===== src/design/pic_pkg.sv =====
package pic_pkg;
  // register indices; byte address is four times the index
  localparam logic [7:0] IDX_PORT0_IRQ_EN = 8'h04;
  localparam logic [7:0] IDX_PORT1_IRQ_EN = 8'h05;
  localparam logic [7:0] IDX_PORT0_IRQ_POL = 8'h06;
  localparam logic [7:0] IDX_PORT1_IRQ_POL = 8'h07;
  localparam logic [7:0] IDX_GLOBAL_IRQ_EN = 8'h20;
  localparam logic [7:0] IDX_EP_IRQ_EN = 8'h21;
  localparam logic [7:0] IDX_IRQ_PENDING = 8'h22;
  localparam logic [7:0] IDX_PROC_STATUS = 8'hFF;

  // processor status and control fields
  localparam int PSC_GIE_BIT = 2;
  localparam int PSC_PENDING_BIT = 7;

  // global interrupt enable register fields
  localparam int GE_BUS = 0;
  localparam int GE_T128 = 1;
  localparam int GE_T1024 = 2;
  localparam int GE_SPI = 3;
  localparam int GE_CAPA = 4;
  localparam int GE_CAPB = 5;
  localparam int GE_GPIO = 6;
  localparam int GE_WAKE = 7;

  // pending vector positions, index 0 is vector 1 (highest priority)
  localparam int NUM_SRC = 11;
  localparam int SRC_BUS = 0;
  localparam int SRC_T128 = 1;
  localparam int SRC_T1024 = 2;
  localparam int SRC_EP0 = 3;
  localparam int SRC_EP1 = 4;
  localparam int SRC_EP2 = 5;
  localparam int SRC_SPI = 6;
  localparam int SRC_CAPA = 7;
  localparam int SRC_CAPB = 8;
  localparam int SRC_GPIO = 9;
  localparam int SRC_WAKE = 10;

  // vector table
  localparam logic [15:0] RESET_VECTOR = 16'h0000;
  localparam logic [15:0] VECTOR_BASE = 16'h0002;
  localparam logic [15:0] VECTOR_STEP = 16'h0002;

  // reset values
  localparam logic [7:0] GLOBAL_EN_RESET = 8'h00;
  localparam logic [2:0] EP_EN_RESET = 3'h0;
  localparam logic [7:0] PORT_RESET = 8'h00;

  // timing
  localparam int CLK_MHZ = 100;
  localparam int CALL_CYCLES = 10;
  localparam int JUMP_CYCLES = 5;
  localparam int BUS_PERSIST_US = 256;
  localparam int BUS_PERSIST_CYC = BUS_PERSIST_US * CLK_MHZ;

  typedef enum logic [1:0] {SEQ_IDLE, SEQ_CALL, SEQ_JUMP} pic_seq_e;
endpackage : pic_pkg


===== src/design/pic_gpio_edge.sv =====
`timescale 1ns/1ps
module pic_gpio_edge #(
  parameter int PINS = 16
) (
  input wire logic clk_i,
  input wire logic rst_i,
  input wire logic ce_i,
  input wire logic [PINS-1:0] pins_i,
  input wire logic [PINS-1:0] pin_en_i,
  input wire logic [PINS-1:0] pol_i,
  input wire logic main_en_i,
  output logic fire_o
);
  logic [PINS-1:0] sync1_r, sync2_r, prev_r, lock_r;
  logic [PINS-1:0] lock_nxt, lvl, prev_lvl, qual;
  logic fire_r, fire_nxt;

  always_comb
  begin
    lvl = ~(sync2_r ^ pol_i);
    prev_lvl = ~(prev_r ^ pol_i);
    qual = lvl & ~prev_lvl & pin_en_i & {PINS{main_en_i}};
    lock_nxt = lock_r & pin_en_i & lvl;
    fire_nxt = 1'b0;
    if (lock_nxt == '0 && qual != '0)
    begin
      fire_nxt = 1'b1;
      lock_nxt = qual;
    end
  end

  always_ff @(posedge clk_i)
  begin
    if (rst_i)
    begin
      sync1_r <= '0;
      sync2_r <= '0;
      prev_r <= '0;
      lock_r <= '0;
      fire_r <= 1'b0;
    end
    else if (ce_i)
    begin
      sync1_r <= pins_i;
      sync2_r <= sync1_r;
      prev_r <= sync2_r;
      lock_r <= lock_nxt;
      fire_r <= fire_nxt;
    end
  end

  assign fire_o = fire_r;
endmodule : pic_gpio_edge


===== src/design/pic_ctrl.sv =====
// The Wishbone interface to the registers was left to the implementer.
`timescale 1ns/1ps
module pic_ctrl
  import pic_pkg::*;
#(
  parameter int PINS = 16,
  parameter int PERSIST_CYC = BUS_PERSIST_CYC
) (
  input wire logic clk_i,
  input wire logic rst_i,
  input wire logic ce_i,
  input wire logic wb_cyc_i,
  input wire logic wb_stb_i,
  input wire logic wb_we_i,
  input wire logic [9:0] wb_adr_i,
  input wire logic [3:0] wb_sel_i,
  input wire logic [31:0] wb_dat_i,
  output logic [31:0] wb_dat_o,
  output logic wb_ack_o,
  input wire logic bus_cond_i,
  input wire logic tmr128_evt_i,
  input wire logic tmr1024_evt_i,
  input wire logic ep0_evt_i,
  input wire logic ep1_evt_i,
  input wire logic ep2_evt_i,
  input wire logic spi_byte_done_i,
  input wire logic capa_evt_i,
  input wire logic capb_evt_i,
  input wire logic wake_evt_i,
  input wire logic [PINS-1:0] gpio_pins_i,
  input wire logic instr_done_i,
  input wire logic irq_on_instruction_i,
  input wire logic irq_off_instruction_i,
  input wire logic return_from_handler_instruction_i,
  input wire logic [15:0] pc_i,
  input wire logic carry_flag_i,
  input wire logic zero_flag_i,
  input wire logic [15:0] pop_pc_i,
  input wire logic pop_carry_flag_i,
  input wire logic pop_zero_flag_i,
  output logic cpu_hold_o,
  output logic stack_push_o,
  output logic [15:0] push_pc_o,
  output logic push_carry_flag_o,
  output logic push_zero_flag_o,
  output logic vector_valid_o,
  output logic [15:0] fetch_addr_o,
  output logic restore_valid_o,
  output logic [15:0] restore_pc_o,
  output logic restore_carry_flag_o,
  output logic restore_zero_flag_o,
  output logic wake_timer_run_o
);
  function automatic logic [3:0] pick_first(input logic [NUM_SRC-1:0] req);
    logic [3:0] idx;
    idx = 4'h0;
    for (int i = NUM_SRC - 1; i >= 0; i--)
    begin
      if (req[i])
        idx = 4'(i);
    end
    return idx;
  endfunction : pick_first

  function automatic logic [15:0] vector_of(input logic [3:0] idx);
    return VECTOR_BASE + 16'(idx) * VECTOR_STEP;
  endfunction : vector_of

  // register file and bus slave
  logic [7:0] gen_r, gen_nxt;
  logic [2:0] epen_r, epen_nxt;
  logic [PINS-1:0] pin_en_r, pin_en_nxt, pol_r, pol_nxt;
  logic ack_r, ack_nxt;
  logic [31:0] dat_r, dat_nxt;
  logic [7:0] idx;
  logic wr, rd;
  // interrupt state
  logic [NUM_SRC-1:0] pend_r, pend_nxt, set_vec, en_vec, req_vec;
  logic gie_r, gie_nxt;
  logic gpio_fire;
  logic [15:0] bcnt_r, bcnt_nxt;
  logic bus_evt;
  // sequencer
  pic_seq_e st_r, st_nxt;
  logic [3:0] cnt_r, cnt_nxt, vidx_r, vidx_nxt;
  logic take;
  logic push_r, push_nxt, vval_r, vval_nxt, rv_r, rv_nxt;
  logic [15:0] ppc_r, ppc_nxt, fetch_r, fetch_nxt, rpc_r, rpc_nxt;
  logic pc_r, pc_nxt, pz_r, pz_nxt, rc_r, rc_nxt, rz_r, rz_nxt;

  pic_gpio_edge #(.PINS(PINS)) u_gpio (
    .clk_i(clk_i),
    .rst_i(rst_i),
    .ce_i(ce_i),
    .pins_i(gpio_pins_i),
    .pin_en_i(pin_en_r),
    .pol_i(pol_r),
    .main_en_i(gen_r[GE_GPIO]),
    .fire_o(gpio_fire)
  );

  assign idx = wb_adr_i[9:2];
  assign wr = wb_cyc_i & wb_stb_i & wb_we_i & ~ack_r & wb_sel_i[0];
  assign rd = wb_cyc_i & wb_stb_i & ~ack_r;

  always_comb
  begin
    gen_nxt = gen_r;
    epen_nxt = epen_r;
    pin_en_nxt = pin_en_r;
    pol_nxt = pol_r;
    ack_nxt = wb_cyc_i & wb_stb_i & ~ack_r;
    dat_nxt = dat_r;
    if (wr)
    begin
      unique case (idx)
        IDX_GLOBAL_IRQ_EN: gen_nxt = wb_dat_i[7:0];
        IDX_EP_IRQ_EN: epen_nxt = wb_dat_i[2:0];
        IDX_PORT0_IRQ_EN: pin_en_nxt[7:0] = wb_dat_i[7:0];
        IDX_PORT1_IRQ_EN: pin_en_nxt[PINS-1:8] = wb_dat_i[PINS-9:0];
        IDX_PORT0_IRQ_POL: pol_nxt[7:0] = wb_dat_i[7:0];
        IDX_PORT1_IRQ_POL: pol_nxt[PINS-1:8] = wb_dat_i[PINS-9:0];
        default: ;
      endcase
    end
    if (rd)
    begin
      dat_nxt = 32'h0000_0000;
      unique case (idx)
        IDX_GLOBAL_IRQ_EN: dat_nxt[7:0] = gen_r;
        IDX_EP_IRQ_EN: dat_nxt[2:0] = epen_r;
        IDX_IRQ_PENDING: dat_nxt[NUM_SRC-1:0] = pend_r;
        IDX_PROC_STATUS:
        begin
          dat_nxt[PSC_GIE_BIT] = gie_r;
          dat_nxt[PSC_PENDING_BIT] = |pend_r;
        end
        default: ;
      endcase
    end
  end

  always_ff @(posedge clk_i)
  begin
    if (rst_i)
    begin
      gen_r <= GLOBAL_EN_RESET;
      epen_r <= EP_EN_RESET;
      pin_en_r <= '0;
      pol_r <= '0;
      ack_r <= 1'b0;
      dat_r <= 32'h0000_0000;
    end
    else if (ce_i)
    begin
      gen_r <= gen_nxt;
      epen_r <= epen_nxt;
      pin_en_r <= pin_en_nxt;
      pol_r <= pol_nxt;
      ack_r <= ack_nxt;
      dat_r <= dat_nxt;
    end
  end

  assign wb_ack_o = ack_r;
  assign wb_dat_o = dat_r;
  assign wake_timer_run_o = gen_r[GE_WAKE];

  // bus reset / ps2 persistence timer
  always_comb
  begin
    bcnt_nxt = bcnt_r;
    bus_evt = 1'b0;
    if (!bus_cond_i)
      bcnt_nxt = 16'h0000;
    else if (bcnt_r < 16'(PERSIST_CYC))
    begin
      bcnt_nxt = bcnt_r + 16'h0001;
      bus_evt = (bcnt_nxt == 16'(PERSIST_CYC));
    end
  end

  always_ff @(posedge clk_i)
  begin
    if (rst_i)
      bcnt_r <= 16'h0000;
    else if (ce_i)
      bcnt_r <= bcnt_nxt;
  end

  // pending flops, enables and global enable
  always_comb
  begin
    set_vec = '0;
    set_vec[SRC_BUS] = bus_evt;
    set_vec[SRC_T128] = tmr128_evt_i;
    set_vec[SRC_T1024] = tmr1024_evt_i;
    set_vec[SRC_EP0] = ep0_evt_i;
    set_vec[SRC_EP1] = ep1_evt_i;
    set_vec[SRC_EP2] = ep2_evt_i;
    set_vec[SRC_SPI] = spi_byte_done_i;
    set_vec[SRC_CAPA] = capa_evt_i;
    set_vec[SRC_CAPB] = capb_evt_i;
    set_vec[SRC_GPIO] = gpio_fire;
    set_vec[SRC_WAKE] = wake_evt_i & gen_r[GE_WAKE];
    en_vec = '0;
    en_vec[SRC_BUS] = gen_r[GE_BUS];
    en_vec[SRC_T128] = gen_r[GE_T128];
    en_vec[SRC_T1024] = gen_r[GE_T1024];
    en_vec[SRC_EP0] = epen_r[0];
    en_vec[SRC_EP1] = epen_r[1];
    en_vec[SRC_EP2] = epen_r[2];
    en_vec[SRC_SPI] = gen_r[GE_SPI];
    en_vec[SRC_CAPA] = gen_r[GE_CAPA];
    en_vec[SRC_CAPB] = gen_r[GE_CAPB];
    en_vec[SRC_GPIO] = gen_r[GE_GPIO];
    en_vec[SRC_WAKE] = gen_r[GE_WAKE];
    req_vec = pend_r & en_vec;
    take = (st_r == SEQ_IDLE) & instr_done_i & gie_r & (|req_vec);
    pend_nxt = pend_r;
    gie_nxt = gie_r;
    if (irq_off_instruction_i)
      gie_nxt = 1'b0;
    if (irq_on_instruction_i || return_from_handler_instruction_i)
      gie_nxt = 1'b1;
    if (take)
    begin
      gie_nxt = 1'b0;
      pend_nxt[pick_first(req_vec)] = 1'b0;
    end
    pend_nxt = pend_nxt | set_vec;
  end

  always_ff @(posedge clk_i)
  begin
    if (rst_i)
    begin
      pend_r <= '0;
      gie_r <= 1'b0;
    end
    else if (ce_i)
    begin
      pend_r <= pend_nxt;
      gie_r <= gie_nxt;
    end
  end

  // acknowledge sequencer: call then vector jump
  always_comb
  begin
    st_nxt = st_r;
    cnt_nxt = cnt_r;
    vidx_nxt = vidx_r;
    push_nxt = 1'b0;
    vval_nxt = 1'b0;
    rv_nxt = 1'b0;
    ppc_nxt = ppc_r;
    pc_nxt = pc_r;
    pz_nxt = pz_r;
    fetch_nxt = fetch_r;
    rpc_nxt = rpc_r;
    rc_nxt = rc_r;
    rz_nxt = rz_r;
    if (return_from_handler_instruction_i)
    begin
      rv_nxt = 1'b1;
      rpc_nxt = pop_pc_i;
      rc_nxt = pop_carry_flag_i;
      rz_nxt = pop_zero_flag_i;
    end
    unique case (st_r)
      SEQ_IDLE:
      begin
        if (take)
        begin
          st_nxt = SEQ_CALL;
          cnt_nxt = 4'h0;
          vidx_nxt = pick_first(req_vec);
          ppc_nxt = pc_i;
          pc_nxt = carry_flag_i;
          pz_nxt = zero_flag_i;
        end
      end
      SEQ_CALL:
      begin
        cnt_nxt = cnt_r + 4'h1;
        if (cnt_r == 4'(CALL_CYCLES - 1))
        begin
          st_nxt = SEQ_JUMP;
          cnt_nxt = 4'h0;
          push_nxt = 1'b1;
          vval_nxt = 1'b1;
          fetch_nxt = vector_of(vidx_r);
        end
      end
      SEQ_JUMP:
      begin
        cnt_nxt = cnt_r + 4'h1;
        if (cnt_r == 4'(JUMP_CYCLES - 1))
        begin
          st_nxt = SEQ_IDLE;
          cnt_nxt = 4'h0;
        end
      end
      default: st_nxt = SEQ_IDLE;
    endcase
  end

  always_ff @(posedge clk_i)
  begin
    if (rst_i)
    begin
      st_r <= SEQ_IDLE;
      cnt_r <= 4'h0;
      vidx_r <= 4'h0;
      push_r <= 1'b0;
      vval_r <= 1'b0;
      rv_r <= 1'b0;
      ppc_r <= 16'h0000;
      pc_r <= 1'b0;
      pz_r <= 1'b0;
      fetch_r <= RESET_VECTOR;
      rpc_r <= 16'h0000;
      rc_r <= 1'b0;
      rz_r <= 1'b0;
    end
    else if (ce_i)
    begin
      st_r <= st_nxt;
      cnt_r <= cnt_nxt;
      vidx_r <= vidx_nxt;
      push_r <= push_nxt;
      vval_r <= vval_nxt;
      rv_r <= rv_nxt;
      ppc_r <= ppc_nxt;
      pc_r <= pc_nxt;
      pz_r <= pz_nxt;
      fetch_r <= fetch_nxt;
      rpc_r <= rpc_nxt;
      rc_r <= rc_nxt;
      rz_r <= rz_nxt;
    end
  end

  assign cpu_hold_o = (st_r != SEQ_IDLE);
  assign stack_push_o = push_r;
  assign push_pc_o = ppc_r;
  assign push_carry_flag_o = pc_r;
  assign push_zero_flag_o = pz_r;
  assign vector_valid_o = vval_r;
  assign fetch_addr_o = fetch_r;
  assign restore_valid_o = rv_r;
  assign restore_pc_o = rpc_r;
  assign restore_carry_flag_o = rc_r;
  assign restore_zero_flag_o = rz_r;
endmodule : pic_ctrl


===== config.mk =====
export PLATFORM = sky130hd
export DESIGN_NAME = pic_ctrl
export DESIGN_NICKNAME = d
export VERILOG_FILES = /design/src/design/pic_pkg.sv /design/src/design/pic_gpio_edge.sv /design/src/design/pic_ctrl.sv
export SDC_FILE = /design/constraint.sdc
export NUM_CORES = 1
export LEC_CHECK = 0
export ABC_AREA = 1
export BUFFER_PORTS_ARGS = -buffer_cell sky130_fd_sc_hd__buf_2
export CORE_ASPECT_RATIO = 1.1
export CORE_UTILIZATION = 50
export CTS_BUF_LIST = sky130_fd_sc_hd__clkbuf_8 sky130_fd_sc_hd__clkbuf_16
export CTS_CLUSTER_DIAMETER = 150
export CTS_CLUSTER_SIZE = 24
export DETAILED_ROUTE_END_ITERATION = 10
export GPL_ROUTABILITY_DRIVEN = 0
export PLACE_DENSITY = 0.77
export SYNTH_ARGS = -nofsm -noshare
export SYNTH_HDL_FRONTEND = slang
export SYNTH_HIERARCHICAL = 1
export SYNTH_SLANG_ARGS = --single-unit

===== constraint.sdc =====
create_clock -name clk_i -period 1.7 [get_ports clk_i]
set_input_delay 0.085 -clock clk_i [delete_from_list [all_inputs] [get_ports clk_i]]
set_output_delay 0.085 -clock clk_i [all_outputs]
set_load 0.05 [all_outputs]

==> report_table.html <==
<table>
<tr><th>Metric</th><th>Value</th></tr>
<tr><th colspan="2">Critical path</th></tr>
<tr><td>Count of buffer and inverter cells on the critical path</td><td>3</td></tr>
<tr><td>Critical Setup Path Class</td><td>reg -&gt; reg</td></tr>
<tr><td>Top fanout value on the critical path</td><td>14</td></tr>
<tr><td>Highest cell delay on the worst timing path</td><td>0.35 ns</td></tr>
<tr><td>Critical Path AT</td><td>2.09 ns</td></tr>
<tr><td>Worst EP required</td><td>2.10 ns</td></tr>
<tr><td>Slowest library cell on the worst path</td><td>dfxtp_2</td></tr>
<tr><td>Delay-heaviest family, CP</td><td>simple AND/OR/NAND/NOR gates</td></tr>
<tr><td>CP cell instances</td><td>buf_12 &gt; nand2_2 &gt; inv_2 &gt; o21ai_2 &gt; nor2_2 &gt; nor2_1 &gt; nand2_1 &gt; nor2_4 &gt; nand2_4 &gt; buf_4 &gt; nand3_1 &gt; nand3_1 &gt; a21oi_1</td></tr>
<tr><td>Nature of the critical path endpoint</td><td>register</td></tr>
<tr><td>Dominant cell type by count on the critical path</td><td>nand3_1</td></tr>
<tr><td>Crit start category</td><td>register</td></tr>
<tr><th colspan="2">GRT</th></tr>
<tr><td>Number of global-route vias before repair</td><td>8,766</td></tr>
<tr><td>Initial antenna violation count</td><td>2</td></tr>
<tr><td>Largest net degree at the start of global routing</td><td>141</td></tr>
<tr><td>Total global routing overflow</td><td>0</td></tr>
<tr><td>Total global routing track utilization</td><td>0.256</td></tr>
<tr><td>Wire length of the first global-routing pass</td><td>41,800 microns</td></tr>
<tr><th colspan="2">STA</th></tr>
<tr><td>Count of final hold-check violations</td><td>0</td></tr>
<tr><td>Count of pins over their slew limit</td><td>0</td></tr>
<tr><td>Fmax</td><td>590 MHz</td></tr>
<tr><td>Setup violations, final</td><td>0</td></tr>
<tr><td>Clock tree skew after final layout</td><td>0.0288 ns</td></tr>
<tr><td>Transition time at the pin with the least slew margin</td><td>0.723 ns</td></tr>
<tr><td>Unrepaired setup endpoints after global routing</td><td>yes</td></tr>
<tr><td>Relative slew slack</td><td>0.518</td></tr>
<tr><td>Post-route clock period utilization</td><td>0.996</td></tr>
<tr><td>Minimum clock period</td><td>1.69 ns</td></tr>
<tr><th colspan="2">Floorplanning</th></tr>
<tr><td>Vertical die dimension</td><td>148 microns</td></tr>
<tr><td>Width of the die</td><td>134 microns</td></tr>
<tr><td>Die area</td><td>19,900 sq um</td></tr>
<tr><td>Starting utilization of the core area</td><td>0.517</td></tr>
<tr><td>Core area</td><td>18,700 sq um</td></tr>
<tr><td>I/O pin cnt</td><td>208</td></tr>
<tr><td>Std-Cell Rows</td><td>52</td></tr>
<tr><th colspan="2">Clock tree</th></tr>
<tr><td>Clock input transition at the sequential cells of the worst setup and hold paths</td><td>0.09 ns</td></tr>
<tr><td>Insertion delay of the later-clocked pin in the worst-skew pair</td><td>0.49 ns</td></tr>
<tr><td>CTS buffer count</td><td>12</td></tr>
<tr><td>Count of clock tree sinks</td><td>201</td></tr>
<tr><td>Number of H-tree levels</td><td>1</td></tr>
<tr><td>Root buffer cell</td><td>clkbuf_16</td></tr>
<tr><td>Buffer depth of the longest clock path</td><td>3</td></tr>
<tr><td>CTS tree</td><td>built</td></tr>
<tr><th colspan="2">Placement</th></tr>
<tr><td>Cell total after placement</td><td>1,726</td></tr>
<tr><td>Sum of net half-perimeters after detailed placement</td><td>16,100 microns</td></tr>
<tr><td>Port Buf Inserts</td><td>146</td></tr>
<tr><th colspan="2">Cells and area</th></tr>
<tr><td>Post-Route Utilization</td><td>0.641</td></tr>
<tr><td>Growth of design area from synthesis to finish</td><td>24.0%</td></tr>
<tr><td>Fill cell total of the finished layout</td><td>1,565</td></tr>
<tr><td>Share of post-route cells with drive strength above 1</td><td>0.223</td></tr>
<tr><td>Final Net Count</td><td>1,692</td></tr>
<tr><td>Final Instance Count excl. Fillers</td><td>1,808</td></tr>
<tr><td>Most common cell after layout, fill and taps aside</td><td>nand2_1</td></tr>
<tr><td>Top library cells by usage in the layout, fill and taps aside</td><td>nand2_1, dfxtp_1, nor2_1</td></tr>
<tr><th colspan="2">Routing</th></tr>
<tr><td>Post-route DRC violation count</td><td>0</td></tr>
<tr><td>Final routed wire length divided by cell count</td><td>14.4 microns</td></tr>
<tr><td>Post-route ant nets</td><td>0</td></tr>
<tr><td>Vias per Instance</td><td>5.16</td></tr>
<tr><td>Wire length on met2</td><td>12,800 microns</td></tr>
<tr><td>Detailed-router iteration count before antenna repair</td><td>5</td></tr>
<tr><td>Number of vias in the routed layout</td><td>9,323</td></tr>
<tr><td>Max Used Layer</td><td>met5</td></tr>
<tr><td>Wl on met1</td><td>11,000 microns</td></tr>
<tr><td>Initial DRC Count</td><td>618</td></tr>
<tr><td>Aggregate routed wire length</td><td>26,000 microns</td></tr>
<tr><td>Routed met3 length</td><td>1620 microns</td></tr>
<tr><th colspan="2">Pwr</th></tr>
<tr><td>Total power divided by cell area</td><td>771 nW/um^2</td></tr>
<tr><td>Static Leak</td><td>5.23 nW</td></tr>
<tr><td>Max IR drop VDD</td><td>808 uV</td></tr>
<tr><th colspan="2">Synthesis</th></tr>
<tr><td>Flop and latch count out of synthesis</td><td>201</td></tr>
<tr><td>Number of library cell types mapped by synthesis</td><td>45</td></tr>
<tr><td>Cell taking the most area after synthesis</td><td>dfxtp_1</td></tr>
<tr><td>Top cells by area, synth</td><td>dfxtp_1, nand2_1, nor2_1, a211oi_1, inv_1</td></tr>
<tr><td>Number of warning messages in the yosys log</td><td>6</td></tr>
<tr><td>Mapped cell area</td><td>9650 sq um</td></tr>
<tr><td>Mean post-synth cell area</td><td>7.15 sq um</td></tr>
<tr><td>Yosys top cell area share</td><td>0.417</td></tr>
<tr><td>Post-Syn Instances</td><td>1,349</td></tr>
<tr><td>Share of flip-flops with an asynchronous set or reset after synthesis</td><td>0</td></tr>
<tr><td>Number of flops mapped to enable cells by yosys</td><td>0</td></tr>
<tr><td>Flip-flop cell with the highest count after synthesis</td><td>dfxtp_1</td></tr>
<tr><td>Proportion of synthesized chip area in sequential cells</td><td>0.417</td></tr>
<tr><th colspan="2">Worst hold path</th></tr>
<tr><td>Type of the tightest min-delay check</td><td>in -&gt; reg</td></tr>
<tr><th colspan="2">Run</th></tr>
<tr><td>Maxcap violations</td><td>0</td></tr>
<tr><th colspan="2">Run status</th></tr>
<tr><td>Status</td><td>finished clean</td></tr>
</table>
## through the flow
stage	instance area [sq um]	setup TNS (ns)	power [mW]	setup WS (ns)	hold WS, ns
2_1_floorplan	9760	0	5.84	0.0178	0.225
3_3_place_gp	10800	0	6.11	0.0233	0.332
3_5_place_dp	10800	-0.222	6.13	-0.0537	0.340
4_1_cts	11800	0	9.22	0.00581	0.000235
5_1_grt	12000	-1.65	9.53	-0.113	0.0130
6_report	12000	0	9.22	0.00615	0.00596
## sequential cells by signal, summed over array words and instances (netlist names), 2 cells and up
register        cells
st_r                2
u_gpio/prev_r      16
fetch_addr_o        5
restore_pc_o       16
epen_r              3
u_gpio/sync2_r     16
bcnt_r             16
push_pc_o          16
cnt_r               4
pin_en_r           16
pend_r             11
u_gpio/sync1_r     16
pol_r              16
u_gpio/lock_r      16
gen_r               8
vidx_r              4
wb_dat_o           11
## cell families after synthesis
family,after synthesis,synth area share
adder cells (fa/ha/maj),10,0.0130
XOR/XNOR,12,0.0109
AO/OA/AOI/OAI,236,0.152
buffers and inverters,229,0.109
other,1,0.000389
AND/OR/NAND/NOR,660,0.298
flip-flops,201,0.417
## final timing paths
kind	from	to	slack [ns]	cells after the start
min reg2reg	bcnt_r[15]	bcnt_r[15]	0.45	2
max reg2reg	gen_r[6]	u_gpio/lock_r[1]	0.006	13
min	ce_i	pend_r[2]	0.006	3
max	gen_r[6]	u_gpio/lock_r[1]	0.006	13
## cell type report
cell class                      instances  area [sq um]  share of cell area
Clock buffer                           13           325              0.0272
Timing Repair Buffer                  262          1920               0.160
Tap cell                              243           304              0.0254
Sequential cell                       201          4040               0.338
Antenna cell                            1          2.50            0.000209
Multi-Input combinational cell        950          4840               0.405
Inverter                              137           514              0.0430
Clock inverter                          1          16.3             0.00136
## metal layers
| metal | GRT usage | up-vias |
|---|---|---|
| met5 | 0 | - |
| met4 | 0.0652 | 2 |
| met3 | 0.0446 | 51 |
| met2 | 0.463 | 311 |
| met1 | 0.314 | 4249 |
| li1 | - | 4710 |
## worst register-to-register path, cell delays in order (launching register included)
cell	delay, ns
dfxtp_2	0.35
buf_12	0.15
nand2_2	0.07
inv_2	0.03
o21ai_2	0.05
nor2_2	0.06
nor2_1	0.10
nand2_1	0.09
nor2_4	0.16
nand2_4	0.10
buf_4	0.17
nand3_1	0.07
nand3_1	0.08
a21oi_1	0.14
## repair_timing
| action | in CTS | in global routing |
|---|---|---|
| endpoints found under the hold margin | 64 | 1 |
| cloned | 0 | 0 |
| gates resized for setup | 8 | 57 |
| hold buffers | 65 | 1 |
| setup endpoints to repair | 18 | 78 |
| buffers inserted | 0 | 1 |
| pin swaps | 0 | 22 |
## power breakdown
group / switching (mW) / internal (mW)
Combinational: 0.842 / 0.412
Clock: 1.63 / 1.40
Sequential: 0.0896 / 4.84
## Yosys cell counts, drive strengths merged, types with 12 or more instances
| cell | n |
|---|---|
| nor3 | 12 |
| nand2 | 334 |
| inv | 136 |
| o21ai | 60 |
| a21oi | 90 |
| nor2 | 213 |
| buf | 49 |
| a211oi | 75 |
| dfxtp | 201 |
| clkbuf | 43 |
| nand3 | 75 |
Note: power is estimated with default switching activity, not from simulation.
